[src/core/mgmt_attr_pkg.sv]
// constants for the management register bank attribute logic
// assumes a 16-bit register word and a 5-bit direct register index
`default_nettype none
package mgmt_attr_pkg;
	localparam int DATA_W = 16;
	localparam int INDEX_W = 5;
	localparam int ATTR_W = 4;
	// register indices, hex
	localparam logic [4:0] IDX_MMD_CTRL = 5'h0d;
	localparam logic [4:0] IDX_MMD_DATA = 5'h0e;
	// software reset lives in the basic control register
	localparam logic [4:0] IDX_BASIC_CTRL = 5'h00;
	localparam int SOFT_RST_BIT = 15;
	// access-control register fields
	localparam int MMD_FUNC_MSB = 15;
	localparam int MMD_FUNC_LSB = 14;
	localparam int MMD_DEV_MSB = 4;
	localparam int MMD_DEV_LSB = 0;
	localparam logic [1:0] MMD_FUNC_ADDR = 2'h0;
	// bit attribute encodings
	typedef enum logic [3:0] {
		ATTR_RSVD,
		ATTR_RW,
		ATTR_RO,
		ATTR_WO,
		ATTR_WC,
		ATTR_WAC,
		ATTR_RC,
		ATTR_LL,
		ATTR_LH,
		ATTR_SC,
		ATTR_SS,
		ATTR_RW_WAC
	} attr_t;
	localparam logic [15:0] RESET_WORD = 16'h0000;
	localparam logic [15:0] MMD_CTRL_RESET = 16'h0000;
	localparam logic [15:0] MMD_DATA_RESET = 16'h0000;
endpackage
`default_nettype wire

[src/core/mgmt_attr_bit.sv]
// one register bit with a selectable access attribute
// assumes one-cycle read and write strobes from the decoder
`timescale 1ns/10ps
`default_nettype none
module mgmt_attr_bit #(
	parameter logic [3:0] ATTR = 4'h1,
	parameter logic RESET_VAL = 1'b0,
	parameter logic IMMUNE = 1'b0
) (
	input wire logic i_sys_clk,
	input wire logic i_rst_b,
	input wire logic i_soft_rst,
	input wire logic i_wr,
	input wire logic i_wdata,
	input wire logic i_rd,
	input wire logic i_cond,
	output logic o_val
);
	logic bit_q;

	always_ff @(posedge i_sys_clk)
	begin
		if (!i_rst_b)
			bit_q <= RESET_VAL;
		else if (i_soft_rst && !IMMUNE)
			bit_q <= RESET_VAL;
		else
		begin
			unique case (mgmt_attr_pkg::attr_t'(ATTR))
				mgmt_attr_pkg::ATTR_RW, mgmt_attr_pkg::ATTR_WO:
					if (i_wr)
						bit_q <= i_wdata;
				mgmt_attr_pkg::ATTR_RO, mgmt_attr_pkg::ATTR_RSVD:
					bit_q <= i_cond;
				mgmt_attr_pkg::ATTR_WC:
					if (i_cond)
						bit_q <= 1'b1;
					else if (i_wr && i_wdata)
						bit_q <= 1'b0;
				// readable clear-on-write bits still need a set source
				mgmt_attr_pkg::ATTR_WAC, mgmt_attr_pkg::ATTR_RW_WAC:
					if (i_cond)
						bit_q <= 1'b1;
					else if (i_wr)
						bit_q <= 1'b0;
				mgmt_attr_pkg::ATTR_RC:
					if (i_cond)
						bit_q <= 1'b1;
					else if (i_rd)
						bit_q <= 1'b0;
				mgmt_attr_pkg::ATTR_LL:
					if (!i_cond)
						bit_q <= 1'b0;
					else if (i_rd)
						bit_q <= 1'b1;
				mgmt_attr_pkg::ATTR_LH:
					if (i_cond)
						bit_q <= 1'b1;
					else if (i_rd)
						bit_q <= 1'b0;
				mgmt_attr_pkg::ATTR_SC:
					if (i_wr && i_wdata)
						bit_q <= 1'b1;
					else if (bit_q && i_cond)
						bit_q <= 1'b0;
				mgmt_attr_pkg::ATTR_SS:
					if (i_wr && !i_wdata)
						bit_q <= 1'b0;
					else if (!bit_q && i_cond)
						bit_q <= 1'b1;
				default:
					bit_q <= bit_q;
			endcase
		end
	end

	// write-only bits read as zero; reserved read as zero
	assign o_val = (ATTR == 4'(mgmt_attr_pkg::ATTR_WO) || ATTR == 4'(mgmt_attr_pkg::ATTR_RSVD))
		? 1'b0 : bit_q;
endmodule // mgmt_attr_bit
`default_nettype wire

[src/core/mgmt_mmd_port.sv]
// indirect access to extended device registers through index 13 and 14
// assumes a one-cycle write strobe per management frame
`timescale 1ns/10ps
`default_nettype none
module mgmt_mmd_port (
	input wire logic i_sys_clk,
	input wire logic i_rst_b,
	input wire logic i_soft_rst,
	input wire logic i_wr_ctrl,
	input wire logic i_wr_data,
	input wire logic i_rd_data,
	input wire logic [15:0] i_wdata,
	input wire logic [15:0] i_mmd_rdata,
	output logic [15:0] o_ctrl,
	output logic [15:0] o_data,
	output logic [4:0] o_mmd_dev,
	output logic [15:0] o_mmd_addr,
	output logic [15:0] o_mmd_wdata,
	output logic o_mmd_wr,
	output logic o_mmd_rd
);
	logic [15:0] ctrl_q;
	logic [15:0] addr_q;
	logic [15:0] wdata_q;
	logic wr_q;
	logic rd_q;
	logic addr_mode;

	assign addr_mode = ctrl_q[mgmt_attr_pkg::MMD_FUNC_MSB:mgmt_attr_pkg::MMD_FUNC_LSB]
		== mgmt_attr_pkg::MMD_FUNC_ADDR;

	always_ff @(posedge i_sys_clk)
	begin
		if (!i_rst_b || i_soft_rst)
			ctrl_q <= mgmt_attr_pkg::MMD_CTRL_RESET;
		else if (i_wr_ctrl)
			ctrl_q <= i_wdata;
	end

	// address phase stores the target, data phase goes out to the device
	always_ff @(posedge i_sys_clk)
	begin
		if (!i_rst_b || i_soft_rst)
			addr_q <= mgmt_attr_pkg::MMD_DATA_RESET;
		else if (i_wr_data && addr_mode)
			addr_q <= i_wdata;
	end

	always_ff @(posedge i_sys_clk)
	begin
		if (!i_rst_b)
		begin
			wdata_q <= mgmt_attr_pkg::MMD_DATA_RESET;
			wr_q <= 1'b0;
			rd_q <= 1'b0;
		end
		else
		begin
			wr_q <= i_wr_data && !addr_mode;
			rd_q <= i_rd_data && !addr_mode;
			if (i_wr_data && !addr_mode)
				wdata_q <= i_wdata;
		end
	end

	assign o_ctrl = ctrl_q;
	assign o_data = addr_mode ? addr_q : i_mmd_rdata;
	assign o_mmd_dev = ctrl_q[mgmt_attr_pkg::MMD_DEV_MSB:mgmt_attr_pkg::MMD_DEV_LSB];
	assign o_mmd_addr = addr_q;
	assign o_mmd_wdata = wdata_q;
	assign o_mmd_wr = wr_q;
	assign o_mmd_rd = rd_q;
endmodule // mgmt_mmd_port
`default_nettype wire

[src/core/mgmt_register_attribute_logic.sv]
// management register bank: attribute-driven bits behind a decoded index
// assumes a frame decoder gives one-cycle read and write strobes with index
`timescale 1ns/10ps
`default_nettype none
module mgmt_register_attribute_logic #(
	parameter int NREG = 2,
	// per register: index and per-bit attributes, immunity and reset values
	parameter logic [NREG*5-1:0] REG_INDEX = {5'h01, 5'h00},
	parameter logic [NREG*16*4-1:0] REG_ATTR = {
		{4'h8, 4'h2, 4'h2, 4'h3, 4'h4, 4'h5, 4'h6, 4'h7,
			4'h8, 4'h0, 4'h0, 4'h0, 4'h0, 4'h0, 4'h0, 4'h0},
		{4'h9, 4'h1, 4'h1, 4'h1, 4'h1, 4'h1, 4'h9, 4'h1,
			4'h1, 4'ha, 4'hb, 4'h0, 4'h0, 4'h0, 4'h0, 4'h0}},
	parameter logic [NREG*16-1:0] REG_IMMUNE = {16'h0000, 16'h0000},
	parameter logic [NREG*16-1:0] REG_RESET = {16'h0000, 16'h0000}
) (
	input wire logic i_sys_clk,
	input wire logic i_rst_b,
	input wire logic i_wr,
	input wire logic i_rd,
	input wire logic [4:0] i_index,
	input wire logic [15:0] i_wdata,
	input wire logic [NREG*16-1:0] i_cond,
	input wire logic [15:0] i_mmd_rdata,
	output logic [15:0] o_rdata,
	output logic o_rvalid,
	output logic o_soft_rst,
	output logic [NREG*16-1:0] o_reg_bits,
	output logic [4:0] o_mmd_dev,
	output logic [15:0] o_mmd_addr,
	output logic [15:0] o_mmd_wdata,
	output logic o_mmd_wr,
	output logic o_mmd_rd
);
	logic [NREG-1:0] hit;
	logic [NREG*16-1:0] bits;
	logic soft_rst_q;
	logic [15:0] rdata_q;
	logic rvalid_q;
	logic [15:0] mmd_ctrl;
	logic [15:0] mmd_data;
	logic sel_ctrl;
	logic sel_data;
	logic [15:0] mux;

	assign sel_ctrl = i_index == mgmt_attr_pkg::IDX_MMD_CTRL;
	assign sel_data = i_index == mgmt_attr_pkg::IDX_MMD_DATA;

	genvar r, b;
	generate
		for (r = 0; r < NREG; r++)
		begin : g_reg
			assign hit[r] = i_index == REG_INDEX[r*5 +: 5];
			for (b = 0; b < 16; b++)
			begin : g_bit
				mgmt_attr_bit #(
					.ATTR(REG_ATTR[(r*16+b)*4 +: 4]),
					.RESET_VAL(REG_RESET[r*16+b]),
					.IMMUNE(REG_IMMUNE[r*16+b])
				) u_bit (
					.i_sys_clk(i_sys_clk),
					.i_rst_b(i_rst_b),
					.i_soft_rst(soft_rst_q),
					.i_wr(i_wr && hit[r]),
					.i_wdata(i_wdata[b]),
					.i_rd(i_rd && hit[r]),
					.i_cond(i_cond[r*16+b]),
					.o_val(bits[r*16+b])
				);
			end
		end
	endgenerate

	// software reset: bit 15 of the register at index 0, one cycle pulse
	always_ff @(posedge i_sys_clk)
	begin
		if (!i_rst_b)
			soft_rst_q <= 1'b0;
		else
			soft_rst_q <= i_wr && i_index == mgmt_attr_pkg::IDX_BASIC_CTRL
				&& i_wdata[mgmt_attr_pkg::SOFT_RST_BIT];
	end

	mgmt_mmd_port u_mmd (
		.i_sys_clk(i_sys_clk),
		.i_rst_b(i_rst_b),
		.i_soft_rst(soft_rst_q),
		.i_wr_ctrl(i_wr && sel_ctrl),
		.i_wr_data(i_wr && sel_data),
		.i_rd_data(i_rd && sel_data),
		.i_wdata(i_wdata),
		.i_mmd_rdata(i_mmd_rdata),
		.o_ctrl(mmd_ctrl),
		.o_data(mmd_data),
		.o_mmd_dev(o_mmd_dev),
		.o_mmd_addr(o_mmd_addr),
		.o_mmd_wdata(o_mmd_wdata),
		.o_mmd_wr(o_mmd_wr),
		.o_mmd_rd(o_mmd_rd)
	);

	// read data sampled before the clear side effects land
	always_comb
	begin
		mux = 16'h0000;
		if (sel_ctrl)
			mux = mmd_ctrl;
		else if (sel_data)
			mux = mmd_data;
		for (int k = 0; k < NREG; k++)
			if (hit[k])
				mux = bits[k*16 +: 16];
	end

	always_ff @(posedge i_sys_clk)
	begin
		if (!i_rst_b)
		begin
			rdata_q <= mgmt_attr_pkg::RESET_WORD;
			rvalid_q <= 1'b0;
		end
		else
		begin
			rvalid_q <= i_rd;
			if (i_rd)
				rdata_q <= mux;
		end
	end

	assign o_rdata = rdata_q;
	assign o_rvalid = rvalid_q;
	assign o_soft_rst = soft_rst_q;
	assign o_reg_bits = bits;
endmodule // mgmt_register_attribute_logic
`default_nettype wire

[config.mk]
export PLATFORM = sky130hd
export DESIGN_NAME = mgmt_register_attribute_logic
export DESIGN_NICKNAME = d
export VERILOG_FILES = /design/src/core/mgmt_attr_pkg.sv /design/src/core/mgmt_attr_bit.sv /design/src/core/mgmt_mmd_port.sv /design/src/core/mgmt_register_attribute_logic.sv
export SDC_FILE = /design/constraint.sdc
export NUM_CORES = 1
export LEC_CHECK = 0
export ABC_AREA = 1
export BUFFER_PORTS_ARGS = -buffer_cell sky130_fd_sc_hd__buf_2
export CORE_MARGIN = 2
export CORE_UTILIZATION = 25
export CTS_BUF_LIST = sky130_fd_sc_hd__clkbuf_2 sky130_fd_sc_hd__clkbuf_4 sky130_fd_sc_hd__clkbuf_8
export CTS_CLUSTER_DIAMETER = 50
export DETAILED_ROUTE_END_ITERATION = 8
export PLACE_DENSITY = 0.52
export SYNTH_ARGS = -nofsm -noshare
export SYNTH_HDL_FRONTEND = slang
export SYNTH_SLANG_ARGS = --single-unit
export TNS_END_PERCENT = 5
[constraint.sdc]
create_clock -name i_sys_clk -period 1.4 [get_ports i_sys_clk]
set_input_delay 0.14 -clock i_sys_clk [delete_from_list [all_inputs] [get_ports i_sys_clk]]
set_output_delay 0.14 -clock i_sys_clk [all_outputs]
set_load 0.02 [all_outputs]
# Yosys cells after proc, flatten, opt, wreduce, memory -nomap -nowiden
# Index checks and enable logic that the tools add are counted.
[classes]
mux = 19
eq_ne = 3
bitwise_logic = 2
n_reduce_logical = 34
[op_table]
columns = ["op", "count"]
rows = [
  ["16-bit two-way mux", 5],
  ["1-bit logical AND", 16],
  ["2-bit nonzero test", 8],
  ["1-bit two-way mux", 14],
  ["5-bit by 4-bit == test with 1-bit output (second input constant)", 2],
  ["3-bit OR reduction", 2],
  ["5-bit by 1-bit == test with 1-bit output (second input constant)", 1],
  ["5-bit logical NOT", 1],
  ["1-bit logical NOT", 4],
  ["2-bit logical NOT", 1],
  ["1-bit inverter", 2],
  ["2-bit OR reduction", 1],
  ["1-bit logical OR", 1],
]
[word_totals]
wordCells = 85
reg_bits = 87
inputBits = 73
out_inout_bits = 89

# Depth between registers and ports, before layout
# Gate-level depths: netlist (run 1).
[depth]
ltp_word = 6
ltp_mapped = 9
mapped_depth_nobuf = 8

# Cells and area by module
# A second synthesis (run 1) with hierarchy kept.
[unflattened]
cells_unflattened = 729
area_unflattened_um2 = 4760.8
[modules_own_cells]
columns = ["mod", "seq_area_each_um2", "area_each_um2", "instances", "cells_per_inst"]
rows = [
  ["mgmt_mmd_port", 1001.0, 2190.9, 1, 312],
  ["mgmt_register_attribute_logic", 360.3, 1562.7, 1, 267],
  ["mgmt_attr_bit at g_reg[0].g_bit[10].u_bit ...", 20.0, 47.5, 15, 7],
  ["mgmt_attr_bit at g_reg[0].g_bit[0].u_bit ...", 0.0, 11.3, 13, 2],
  ["mgmt_attr_bit at g_reg[1].g_bit[13].u_bit ...", 20.0, 30.0, 2, 3],
  ["mgmt_attr_bit at g_reg[0].g_bit[6].u_bit", 20.0, 51.3, 1, 8],
  ["mgmt_attr_bit at g_reg[1].g_bit[8].u_bit", 20.0, 36.3, 1, 5],
]

# Worst setup path after synthesis (run 1)
# OpenSTA, ideal clock, no wires.
[synth_timing]
kind = "reg-to-reg"
from = "reg u_mmd.ctrl_q[14], in the netlist u_mmd.o_ctrl[14]"
to = "reg u_mmd.addr_q[10], in the netlist u_mmd.o_mmd_addr[10]"
t_required_ps = 1281
setup_ps = 119
path_buffers = 1
synth_period_minus_slack_ps = 1182
path_slack_ps = 218
path_stages_with_launch = 8
arrival_ps = 1062
cell_sequence = "dfxtp_1 inv_1 nand2_4 nor2_4 nand2_4 buf_4 o21ai_1 a21oi_1"
[synth_via]
elab_chain_len = 2
[synth_rtl]
columns = ["element", "line", "rtl"]
rows = [
  ["start: declaration", "mgmt_mmd_port.sv:22", "logic [15:0] ctrl_q;"],
  ["start signal: assignment", "mgmt_mmd_port.sv:35", "ctrl_q <= mgmt_attr_pkg::MMD_CTRL_RESET;"],
  ["start signal: assignment", "mgmt_mmd_port.sv:37", "ctrl_q <= i_wdata;"],
  ["2-bit logical NOT", "mgmt_mmd_port.sv:29", "assign addr_mode = ctrl_q[mgmt_attr_pkg::MMD_FUNC_MSB:mgmt_attr_pkg::MMD_FUNC_LSB]"],
  ["1-bit logical AND", "mgmt_mmd_port.sv:45", "else if (i_wr_data && addr_mode)"],
  ["end signal: assignment", "mgmt_mmd_port.sv:44", "addr_q <= mgmt_attr_pkg::MMD_DATA_RESET;"],
  ["end signal: assignment", "mgmt_mmd_port.sv:46", "addr_q <= i_wdata;"],
  ["end: declaration", "mgmt_mmd_port.sv:23", "logic [15:0] addr_q;"],
]
# No other way between the ends.
# A chain may end at the register's enable or synchronous reset.

# Worst setup path after layout (run 1)
[layout_timing]
from = "reg u_mmd.ctrl_q[14], in the netlist u_mmd.o_ctrl[14]"
to = "reg rdata_q[15], in the netlist o_rdata[15]"
[layout_via]
elab_chain_len = 6
[layout_rtl]
columns = ["element", "line", "rtl"]
rows = [
  ["2-bit logical NOT", "mgmt_mmd_port.sv:29", ""],
  ["16-bit two-way mux", "mgmt_mmd_port.sv:67", "assign o_data = addr_mode ? addr_q : i_mmd_rdata;"],
  ["16-bit two-way mux", "mgmt_register_attribute_logic.sv:108", "else if (sel_data)"],
  ["16-bit two-way mux", "mgmt_register_attribute_logic.sv:106", "if (sel_ctrl)"],
  ["16-bit two-way mux (2 in a row)", "mgmt_register_attribute_logic.sv:111", "if (hit[k])"],
  ["end signal: assignment", "mgmt_register_attribute_logic.sv:119", "rdata_q <= mgmt_attr_pkg::RESET_WORD;"],
  ["end signal: assignment", "mgmt_register_attribute_logic.sv:126", "rdata_q <= mux;"],
  ["end: declaration", "mgmt_register_attribute_logic.sv:38", "logic [15:0] rdata_q;"],
]
# No other way between the ends.

==> results of run 1 <==
==> through the flow <==
stage	instance area [um2]	setup WS (ns)	instances	hold WS, ns	util [%]
floorplan	4038	0.2183	556	0.2522	-
global placement	4755	0.02672	863	0.3498	30.15
detailed placement	4755	0.04109	863	0.3547	30.15
CTS	5012	0.04869	887	0.0008338	31.78
global route	5024	0.004111	887	0.02430	31.86
finish	5024	0.1315	887	0.02546	31.86
==> cell type report <==
cell class / count / area share, %
flip-flops and latches: 87 / 34.67
multi-input cells: 352 / 33.30
repair buffers: 161 / 19.13
well taps: 216 / 5.380
inverters: 56 / 4.184
clock buffers: 11 / 2.889
clock inverters: 4 / 0.4483
==> critical path: stages (launching register included) <==
cell and delay, ns:
dfxtp_1 0.33, inv_2 0.08, nand2_4 0.13, buf_12 0.17, o21ai_0 0.16, nand2_1 0.11
o211ai_1 0.10, nand2_1 0.08, nand2_1 0.05
==> what timing repair did <==
item | CTS | global route
hold buffers | 9 | 0
buffers inserted | 0 | 0
setup endpoints to repair | 0 | 16
endpoints found under the hold margin | 9 | 0
resized for setup | 0 | 4
==> where the power goes <==
group          internal, mW  leakage, nW  total (mW)  switching (mW)
registers              2.51        0.704        2.53          0.0246
logic                 0.171         1.55       0.484           0.313
clock network         0.695       0.0884        1.62           0.926
total                  3.37         2.35        4.64            1.26
==> path summary, 6_finish.rpt <==
path	startpoint	cells after the start	endpoint
min	i_cond[27]	3	g_reg[1].g_bit[11].u_bit.o_val
min reg2reg	u_mmd.o_mmd_wdata[5]	2	u_mmd.o_mmd_wdata[5]
max	u_mmd.o_ctrl[14]	8	o_rdata[15]
max reg2reg	u_mmd.o_ctrl[14]	8	o_rdata[15]
==> layout by cell type, fill, tap and decap left out, drive strengths merged <==
master | netlist | layout
nor2 | 41 | 41
or2 | 1 | 1
clkinvlp | 0 | 1
nand4 | 9 | 9
clkbuf | 8 | 11
nand3 | 18 | 18
buf | 53 | 152
nor3 | 1 | 1
a21oi | 63 | 63
conb | 1 | 13
clkinv | 1 | 4
nand2 | 134 | 134
nor4 | 1 | 1
dfxtp | 87 | 87
dlygate4sd3 | 0 | 9
o211ai | 1 | 1
o21ai | 70 | 70
inv | 55 | 55
==> kinds of logic (layout without fill, tap and decap cells) <==
kind of cell / count (synthesis) / count (layout)
and+or+nand+nor: 205 / 205
DFF: 87 / 87
other: 1 / 13
buffers and inverters: 117 / 232
AOI/OAI and AO/OA: 134 / 134
==> state kept, by name, indices dropped and copies added, names as in the netlist <==
register and flops:
u_mmd.o_ctrl 16, o_rvalid 1, o_soft_rst 1, g.g_bit.u_bit.o_val 19, o_rdata 16, u_mmd.o_mmd_wr 1, u_mmd.o_mmd_rd 1, u_mmd.o_mmd_addr 16
u_mmd.o_mmd_wdata 16
==> routing by layer <==
| layer | vias to the layer above | GRT usage (%) |
|---|---|---|
| li1 | 1939 | - |
| met1 | 1583 | 20.94 |
| met2 | 106 | 20.70 |
| met3 | 16 | 4.194 |
| met4 | 2 | 4.881 |
| met5 | - | 0 |
==> impl_metrics.py, run 1 <==
metrics = {
    "clock_tree": {
        "htree_num_levels": 3,
        "cts_made_buffers": 9,
        "cts-root-buf": "clkbuf_8",
        "clock-sinks": 87,
        "cts_buffer_depth": 2,
        "clkTransAtPathRegs_ns": 0.09,
        "cts_tree": "yes",
        "insertion_delay_ns": 0.37,
    },
    "timing": {
        "rsz0062_at_grt": "no",
        "tightest_slew_ns": 0.6050,
        "timing_hold_violations_final": 0,
        "fmax_mhz": 788.3,
        "setup_violations": 0,
        "slew_viol_final": 0,
        "slew_headroom_pct": 59.63,
        "setup_tns_ns": 0,
        "fin_crit_ns": 1.268,
        "fin_crit_sh_pct": 90.61,
        "fin_skew_ns": 0.01140,
    },
    "power": {
        "vdd_ir_drop_max_mv": 0.3627,
        "powerDensity_nw_per_um2": 923.2,
        "p_total_mw": 4.638,
        "total_leakage_power_nw": 2.347,
    },
    "synth": {
        "synth_top_area_share_pct": 43.62,
        "synth_edf_count": 0,
        "synth_area_um2": 3993,
        "synth_compound_area_share_pct": 17.24,
        "synthArstFlopShare_pct": 0,
        "yosys.area_share.simple_pct": 23.16,
        "synth_seq_area_share_pct": 43.62,
        "muxShareOfSynthArea_pct": 0,
        "synthDistinctLibCells": 26,
        "synth.most_common_cell": "nand2_1",
        "netlist_top_cells_count": "nand2_1, dfxtp_1, a21oi_1, inv_1, buf_4",
        "ys_ff_latch": 87,
        "synth_cells": 544,
        "yosysWarnings": 0,
        "synthTopCellsByArea": "dfxtp_1, nand2_1, buf_4",
        "synthAdderAreaFrac_pct": 0,
        "synth_top_family_by_area": "simple AND/OR/NAND/NOR gates",
        "synthXorXnorAreaFrac_pct": 0,
        "ys.flop_type": "dfxtp_1",
        "yosys.area.top_type": "dfxtp_1",
        "avgSynthCellArea_um2": 7.339,
    },
    "place": {
        "dp_hpwl_mm": 9.520,
        "port_buffers": 128,
        "routabilityCongestion": 0.8038,
    },
    "critical_path": {
        "reg2reg_setup_slack_ns": 0.13,
        "worst_setup_path_start_kind": "register",
        "crit_type": "reg -> reg",
        "crit_path_end_kind": "register",
        "critPathRequiredTime_ns": 1.72,
        "crit_arrival_ns": 1.59,
        "critPathMaxFanout": 14,
    },
    "layout": {
        "syn_to_final_growth_pct": 25.82,
        "multi_input_area_um2": 1673,
        "nets": 740,
        "seqCellArea_um2": 1742,
        "drive_gt1_share_pct": 28.32,
        "antenna_cells": 0,
        "fillers": 1775,
    },
    "die": {
        "die_y_um": 130.4,
        "initial_core_util_pct": 25.32,
        "core_area_um2": 15770,
        "dieArea_um2": 17000,
        "io_pins": 162,
        "num_rows": 46,
        "fp.dieW_um": 130.4,
    },
    "route": {
        "routedWlPerCell_um": 13.87,
        "drt-pass1-iter-count": 6,
        "drtIter0Drc": 133,
        "via_per_inst": 4.110,
        "vias": 3646,
        "top_layer": "met5",
        "route.met3.wl_um": 849,
        "wl_met1_mm": 6.154,
        "ant_nets": 0,
        "wl_mm": 12.31,
        "drc_errors": 0,
        "route.met2.wl_mm": 5.114,
    },
    "hold_path": {
        "hold_class": "in -> reg",
    },
    "global_route": {
        "grt.total_usage_pct": 14.52,
        "grt_pass1_vias": 3278,
        "grt_pass1_wl_mm": 18.44,
        "grt_max_degree": 33,
        "overflow": 0,
        "antenna_found_initial": 1,
    },
    "outcome": {
        "status": "complete, no violations",
    },
    "run": {
        "cap_violations": 0,
    },
}
Note: power is estimated with default switching activity, not from simulation.
==> inputs of run 2 (changes only) <==
--- a/config.mk
+++ b/config.mk
@@ -8,11 +8,11 @@
 export ABC_AREA = 1
 export BUFFER_PORTS_ARGS = -buffer_cell sky130_fd_sc_hd__buf_2
 export CORE_MARGIN = 2
-export CORE_UTILIZATION = 25
+export CORE_UTILIZATION = 42
 export CTS_BUF_LIST = sky130_fd_sc_hd__clkbuf_2 sky130_fd_sc_hd__clkbuf_4 sky130_fd_sc_hd__clkbuf_8
 export CTS_CLUSTER_DIAMETER = 50
 export DETAILED_ROUTE_END_ITERATION = 8
-export PLACE_DENSITY = 0.52
+export PLACE_DENSITY = 0.76
 export SYNTH_ARGS = -nofsm -noshare
 export SYNTH_HDL_FRONTEND = slang
 export SYNTH_SLANG_ARGS = --single-unit
==> impl_metrics.py, run 2 (synthesized netlist as in run 1, its figures left out) <==
metrics = {
    "timing": {
        "setup_tns_ns": 0,
        "timing_hold_violations_final": 0,
        "slew_headroom_pct": 63.76,
        "rsz0062_at_grt": "no",
        "fmax_mhz": 779.3,
        "setup_violations": 0,
        "fin_crit_sh_pct": 91.66,
        "fin_skew_ns": 0.01102,
        "tightest_slew_ns": 0.5430,
        "fin_crit_ns": 1.283,
        "slew_viol_final": 0,
    },
    "place": {
        "dp_hpwl_mm": 8.142,
        "port_buffers": 128,
        "placedCellCount": 772,
        "routabilityCongestion": 0.9012,
    },
    "power": {
        "total_leakage_power_nw": 2.336,
        "p_total_mw": 4.868,
        "vdd_ir_drop_max_mv": 0.6705,
        "powerDensity_nw_per_um2": 995.7,
    },
    "global_route": {
        "grt.total_usage_pct": 20.05,
        "grt_max_degree": 34,
        "grt_use_met2_pct": 30.87,
        "grtUsageMet1_pct": 28.12,
        "grt.met3_usage_pct": 4.624,
        "antenna_found_initial": 0,
        "overflow": 0,
        "grt_pass1_wl_mm": 16.29,
        "grt_pass1_vias": 3312,
        "busiest_layer": "met2",
    },
    "die": {
        "num_rows": 35,
        "core_area_um2": 9240,
        "fp.dieW_um": 101.5,
        "initial_core_util_pct": 43.21,
        "die_y_um": 101.5,
        "dieArea_um2": 10300,
        "io_pins": 162,
    },
    "route": {
        "ant_nets": 0,
        "vias": 3737,
        "routedWlPerCell_um": 13.20,
        "wl_mm": 10.50,
        "drtIter0Drc": 195,
        "drc_errors": 0,
        "via_per_inst": 4.701,
        "drt-pass1-iter-count": 5,
    },
    "run": {
        "cap_violations": 0,
    },
    "layout": {
        "largest_reg_flops": 19,
        "post-route-util_pct": 52.90,
        "stdcell_count": 795,
        "drive_gt1_share_pct": 27.63,
        "final_cell_mix": "nand2_1, buf_2, dfxtp_1, a21oi_1, inv_1",
        "nets": 736,
        "antenna_cells": 0,
        "syn_to_final_growth_pct": 22.44,
        "mostFrequentLayoutCell": "nand2_1",
    },
    "critical_path": {
        "crit_arrival_ns": 1.58,
        "rr_endpoint": "o_rdata[15]",
        "rr_startpoint": "u_mmd.o_ctrl[15]",
        "crit_path_end_kind": "register",
        "reg2reg_setup_slack_ns": 0.12,
        "critPathRequiredTime_ns": 1.70,
        "crit_type": "reg -> reg",
        "critPathMaxFanout": 14,
        "worst_setup_path_start_kind": "register",
        "rr_worst_depth": 8,
    },
    "hold_path": {
        "hold_depth": 3,
        "hold_start": "i_cond[27]",
        "holdPathEnd": "g_reg[1].g_bit[11].u_bit.o_val",
        "hold_class": "in -> reg",
    },
    "clock_tree": {
        "cts_tree": "yes",
        "cts_buffer_depth": 2,
        "cts_made_buffers": 9,
        "cts-root-buf": "clkbuf_8",
        "htree_num_levels": 3,
        "clkTransAtPathRegs_ns": 0.09,
        "clock-sinks": 87,
        "insertion_delay_ns": 0.36,
    },
    "outcome": {
        "status": "complete, no violations",
    },
}
run 2: through the flow:
step / setup WS [ns] / cell area, um2 / hold WS [ns]
floorplan: 0.2183 / 4038 / 0.2522
global placement: 0.04269 / 4591 / 0.3442
detailed placement: -0.01418 / 4591 / 0.3537
CTS: 0.04148 / 4878 / 0.01182
global route: 0.005689 / 4888 / 0.02413
finish: 0.1168 / 4888 / 0.02244
run 2: critical path: stages, from the launching register on:
cell,delay (ns)
dfxtp_1,0.32
inv_1,0.11
nand2_4,0.10
buf_4,0.18
o21ai_0,0.19
nand2_1,0.11
o211ai_1,0.10
nand2_1,0.08
nand2_1,0.05
run 2: worst max path at each step:
stage / start / to / slack (ns) / cells past startpoint
4_1_cts: u_mmd.o_ctrl[15] / u_mmd.o_mmd_wdata[0] / 0.04 / 5
3_3_place_gp: i_index[1] / u_mmd.o_ctrl[14] / 0.04 / 7
3_5_place_dp: i_index[1] / u_mmd.o_ctrl[14] / -0.01 / 7
2_1_floorplan: u_mmd.o_ctrl[14] / u_mmd.o_mmd_addr[10] / 0.22 / 7
5_1_grt: u_mmd.o_ctrl[15] / u_mmd.o_mmd_wdata[1] / 0.006 / 5
6_report: u_mmd.o_ctrl[15] / o_rdata[15] / 0.12 / 8
run 2: repair_timing:
action | in CTS | in global routing
endpoints found under the hold margin | 8 | 0
resized for setup | 0 | 2
setup buffers | 0 | 1
hold buffers | 8 | 0
setup endpoints to repair | 0 | 30
run 2: final cells by class:
| type | count | area [um2] |
|---|---|---|
| Fill cell | 922 | 4352 |
| Sequential cell | 87 | 1742 |
| Multi-Input combinational cell | 352 | 1664 |
| Timing Repair Buffer | 157 | 903.4 |
| Inverter | 56 | 210.2 |
| Tap cell | 129 | 161.4 |
| Clock buffer | 9 | 123.9 |
| Clock inverter | 5 | 83.83 |
run 2: where the power goes:
part	internal [mW]	total (mW)	leakage (nW)	switching, mW
Sequential	2.51	2.53	0.704	0.0229
Clock	0.992	1.87	0.0978	0.882
Combinational	0.165	0.463	1.53	0.298
run 2: layer usage:
layer / up-vias / part of all wire (%)
li1: 1927 / -
met1: 1684 / 48
met2: 122 / 45
met3: 4 / 6.2
met4: 0 / 0.64
met5: - / 0
==> inputs of run 3 (changes only) <==
--- a/config.mk
+++ b/config.mk
@@ -6,7 +6,7 @@
 export NUM_CORES = 1
 export LEC_CHECK = 0
 export ABC_AREA = 1
-export BUFFER_PORTS_ARGS = -buffer_cell sky130_fd_sc_hd__buf_2
+export BUFFER_PORTS_ARGS = -buffer_cell sky130_fd_sc_hd__buf_4
 export CORE_MARGIN = 2
 export CORE_UTILIZATION = 42
 export CTS_BUF_LIST = sky130_fd_sc_hd__clkbuf_2 sky130_fd_sc_hd__clkbuf_4 sky130_fd_sc_hd__clkbuf_8
==> impl_metrics.py, run 3 (synthesized netlist as in run 1, its figures left out) <==
metrics = {
    "clock_tree": {
        "clock-sinks": 87,
        "post_cts_buffers": 0,
        "cts_tree": "yes",
        "cts_buffer_depth": 2,
        "clkTransAtPathRegs_ns": 0.09,
        "htree_num_levels": 3,
        "insertion_delay_ns": 0.35,
        "cts_made_buffers": 9,
        "cts-root-buf": "clkbuf_8",
    },
    "critical_path": {
        "crit_chain": "inv_1, nand2_4, nor2_4, nand2_8, o21ai_0, a21oi_1",
        "rr_startpoint": "u_mmd.o_ctrl[15]",
        "critPathRequiredTime_ns": 1.64,
        "crit_path_end_kind": "register",
        "worst_setup_path_start_kind": "register",
        "critPathMaxFanout": 28,
        "reg2reg_setup_slack_ns": 0.08,
        "rr_endpoint": "u_mmd.o_mmd_addr[15]",
        "rr_worst_depth": 6,
        "critPathMaxStageDelay_ns": 0.32,
        "cp_slowest_cell": "dfxtp_1",
        "crit_type": "reg -> reg",
        "startpoint": "u_mmd.o_ctrl[15]",
        "crit_arrival_ns": 1.56,
    },
    "layout": {
        "mostFrequentLayoutCell": "buf_4",
        "final_cell_mix": "buf_4, nand2_1, dfxtp_1, a21oi_1, inv_1",
        "antenna_cells": 0,
        "syn_to_final_growth_pct": 29.77,
        "drive_gt1_share_pct": 27.78,
        "stdcell_count": 795,
        "fillers": 880,
        "nets": 734,
        "largest_reg_flops": 19,
    },
    "global_route": {
        "antenna_found_initial": 0,
        "grt_pass1_vias": 3307,
        "grt_max_degree": 34,
        "overflow": 0,
        "grt.total_usage_pct": 20.24,
        "grt_pass1_wl_mm": 16.36,
    },
    "timing": {
        "setup_violations": 0,
        "slew_headroom_pct": 63.67,
        "slew_viol_final": 0,
        "fmax_mhz": 757.2,
        "finalWorstSetupSlack_ns": 0.07930,
        "fin_crit_sh_pct": 94.34,
        "fin_skew_ns": 0.01118,
        "fin_crit_ns": 1.321,
        "rsz0062_at_grt": "yes",
        "tightest_slew_ns": 0.5443,
        "timing_hold_violations_final": 0,
    },
    "die": {
        "core_area_um2": 9240,
        "fp.dieW_um": 101.5,
        "die_y_um": 101.5,
        "dieArea_um2": 10300,
        "initial_core_util_pct": 43.21,
        "num_rows": 35,
        "io_pins": 162,
    },
    "power": {
        "vdd_ir_drop_max_mv": 0.5398,
        "total_leakage_power_nw": 2.349,
        "powerDensity_nw_per_um2": 927.1,
        "p_total_mw": 4.803,
    },
    "place": {
        "dp_hpwl_mm": 8.198,
        "port_buffers": 128,
        "pre_cts_slack_ns": -0.1037,
        "placedCellCount": 771,
        "routabilityCongestion": 0.9146,
    },
    "hold_path": {
        "hold_class": "in -> reg",
        "hold_start": "i_cond[24]",
        "holdPathEnd": "g_reg[1].g_bit[8].u_bit.o_val",
        "hold_depth": 3,
    },
    "outcome": {
        "status": "complete, no violations",
    },
    "route": {
        "vias": 3795,
        "routedWlPerCell_um": 13.57,
        "drt-pass1-iter-count": 5,
        "wl_mm": 10.79,
        "drtIter0Drc": 261,
        "ant_nets": 0,
        "drc_errors": 0,
        "via_per_inst": 4.774,
    },
    "run": {
        "cap_violations": 0,
    },
}
-- run 3: worst max-delay path by stage --
stage	slack, ns	depth (start not counted)	endpoint
after global placement	0.001	7	u_mmd.o_ctrl[14]
final	0.08	6	u_mmd.o_mmd_addr[15]
after detailed placement	-0.10	7	u_mmd.o_mmd_wdata[0]
after global routing	-0.04	6	u_mmd.o_mmd_addr[8]
after CTS	0.01	5	u_mmd.o_mmd_wdata[0]
after floorplan	0.22	7	u_mmd.o_mmd_addr[10]
-- run 3: final cells by class --
type,count,area (um2),share of cell area [%]
well taps,129,161.4,3.115
flip-flops and latches,87,1742,33.62
inverters,56,210.2,4.057
multi-input cells,353,1683,32.48
repair buffers,154,1190,22.97
clock inverters,7,71.32,1.376
clock buffers,9,123.9,2.391
-- run 3: routing by layer --
| layer | up-vias | GRT usage, % | wire length (um) |
|---|---|---|---|
| met2 | 146 | 30.87 | 4909 |
| met4 | 0 | 6.029 | 121 |
| li1 | 1925 | - | - |
| met3 | 11 | 4.486 | 708 |
| met5 | - | 0 | 0 |
| met1 | 1713 | 28.64 | 5053 |
-- run 3: timing repair --
item	4_1_cts	5_1_grt
endpoints found under the hold margin	7	0
hold buffers	7	0
resized for setup	0	10
endpoints found under the setup margin	0	32
-- run 3: critical path: cells and delay by family (launching register included) --
family,cells,cell delay (ns)
buf+inv,1,0.10
flops,1,0.32
simple gates,3,0.55
compound gates,2,0.24
-- run 3: power breakdown --
part	internal, mW	total [mW]	switching (mW)
clock network	0.824	1.75	0.928
registers	2.51	2.53	0.0248
logic	0.217	0.518	0.301
-- run 3: stage by stage --
| step | util (%) | cell area [um2] | setup TNS (ns) | hold slack, ns |
|---|---|---|---|---|
| final | 56.07 | 5181 | 0 | 0.02253 |
| after global routing | 56.07 | 5181 | -0.07988 | 0.01407 |
| after global placement | 52.93 | 4891 | 0 | 0.3441 |
| after CTS | 55.80 | 5156 | 0 | 0.009923 |
| after floorplan | - | 4038 | 0 | 0.2522 |
| after detailed placement | 52.93 | 4891 | -0.7910 | 0.3545 |
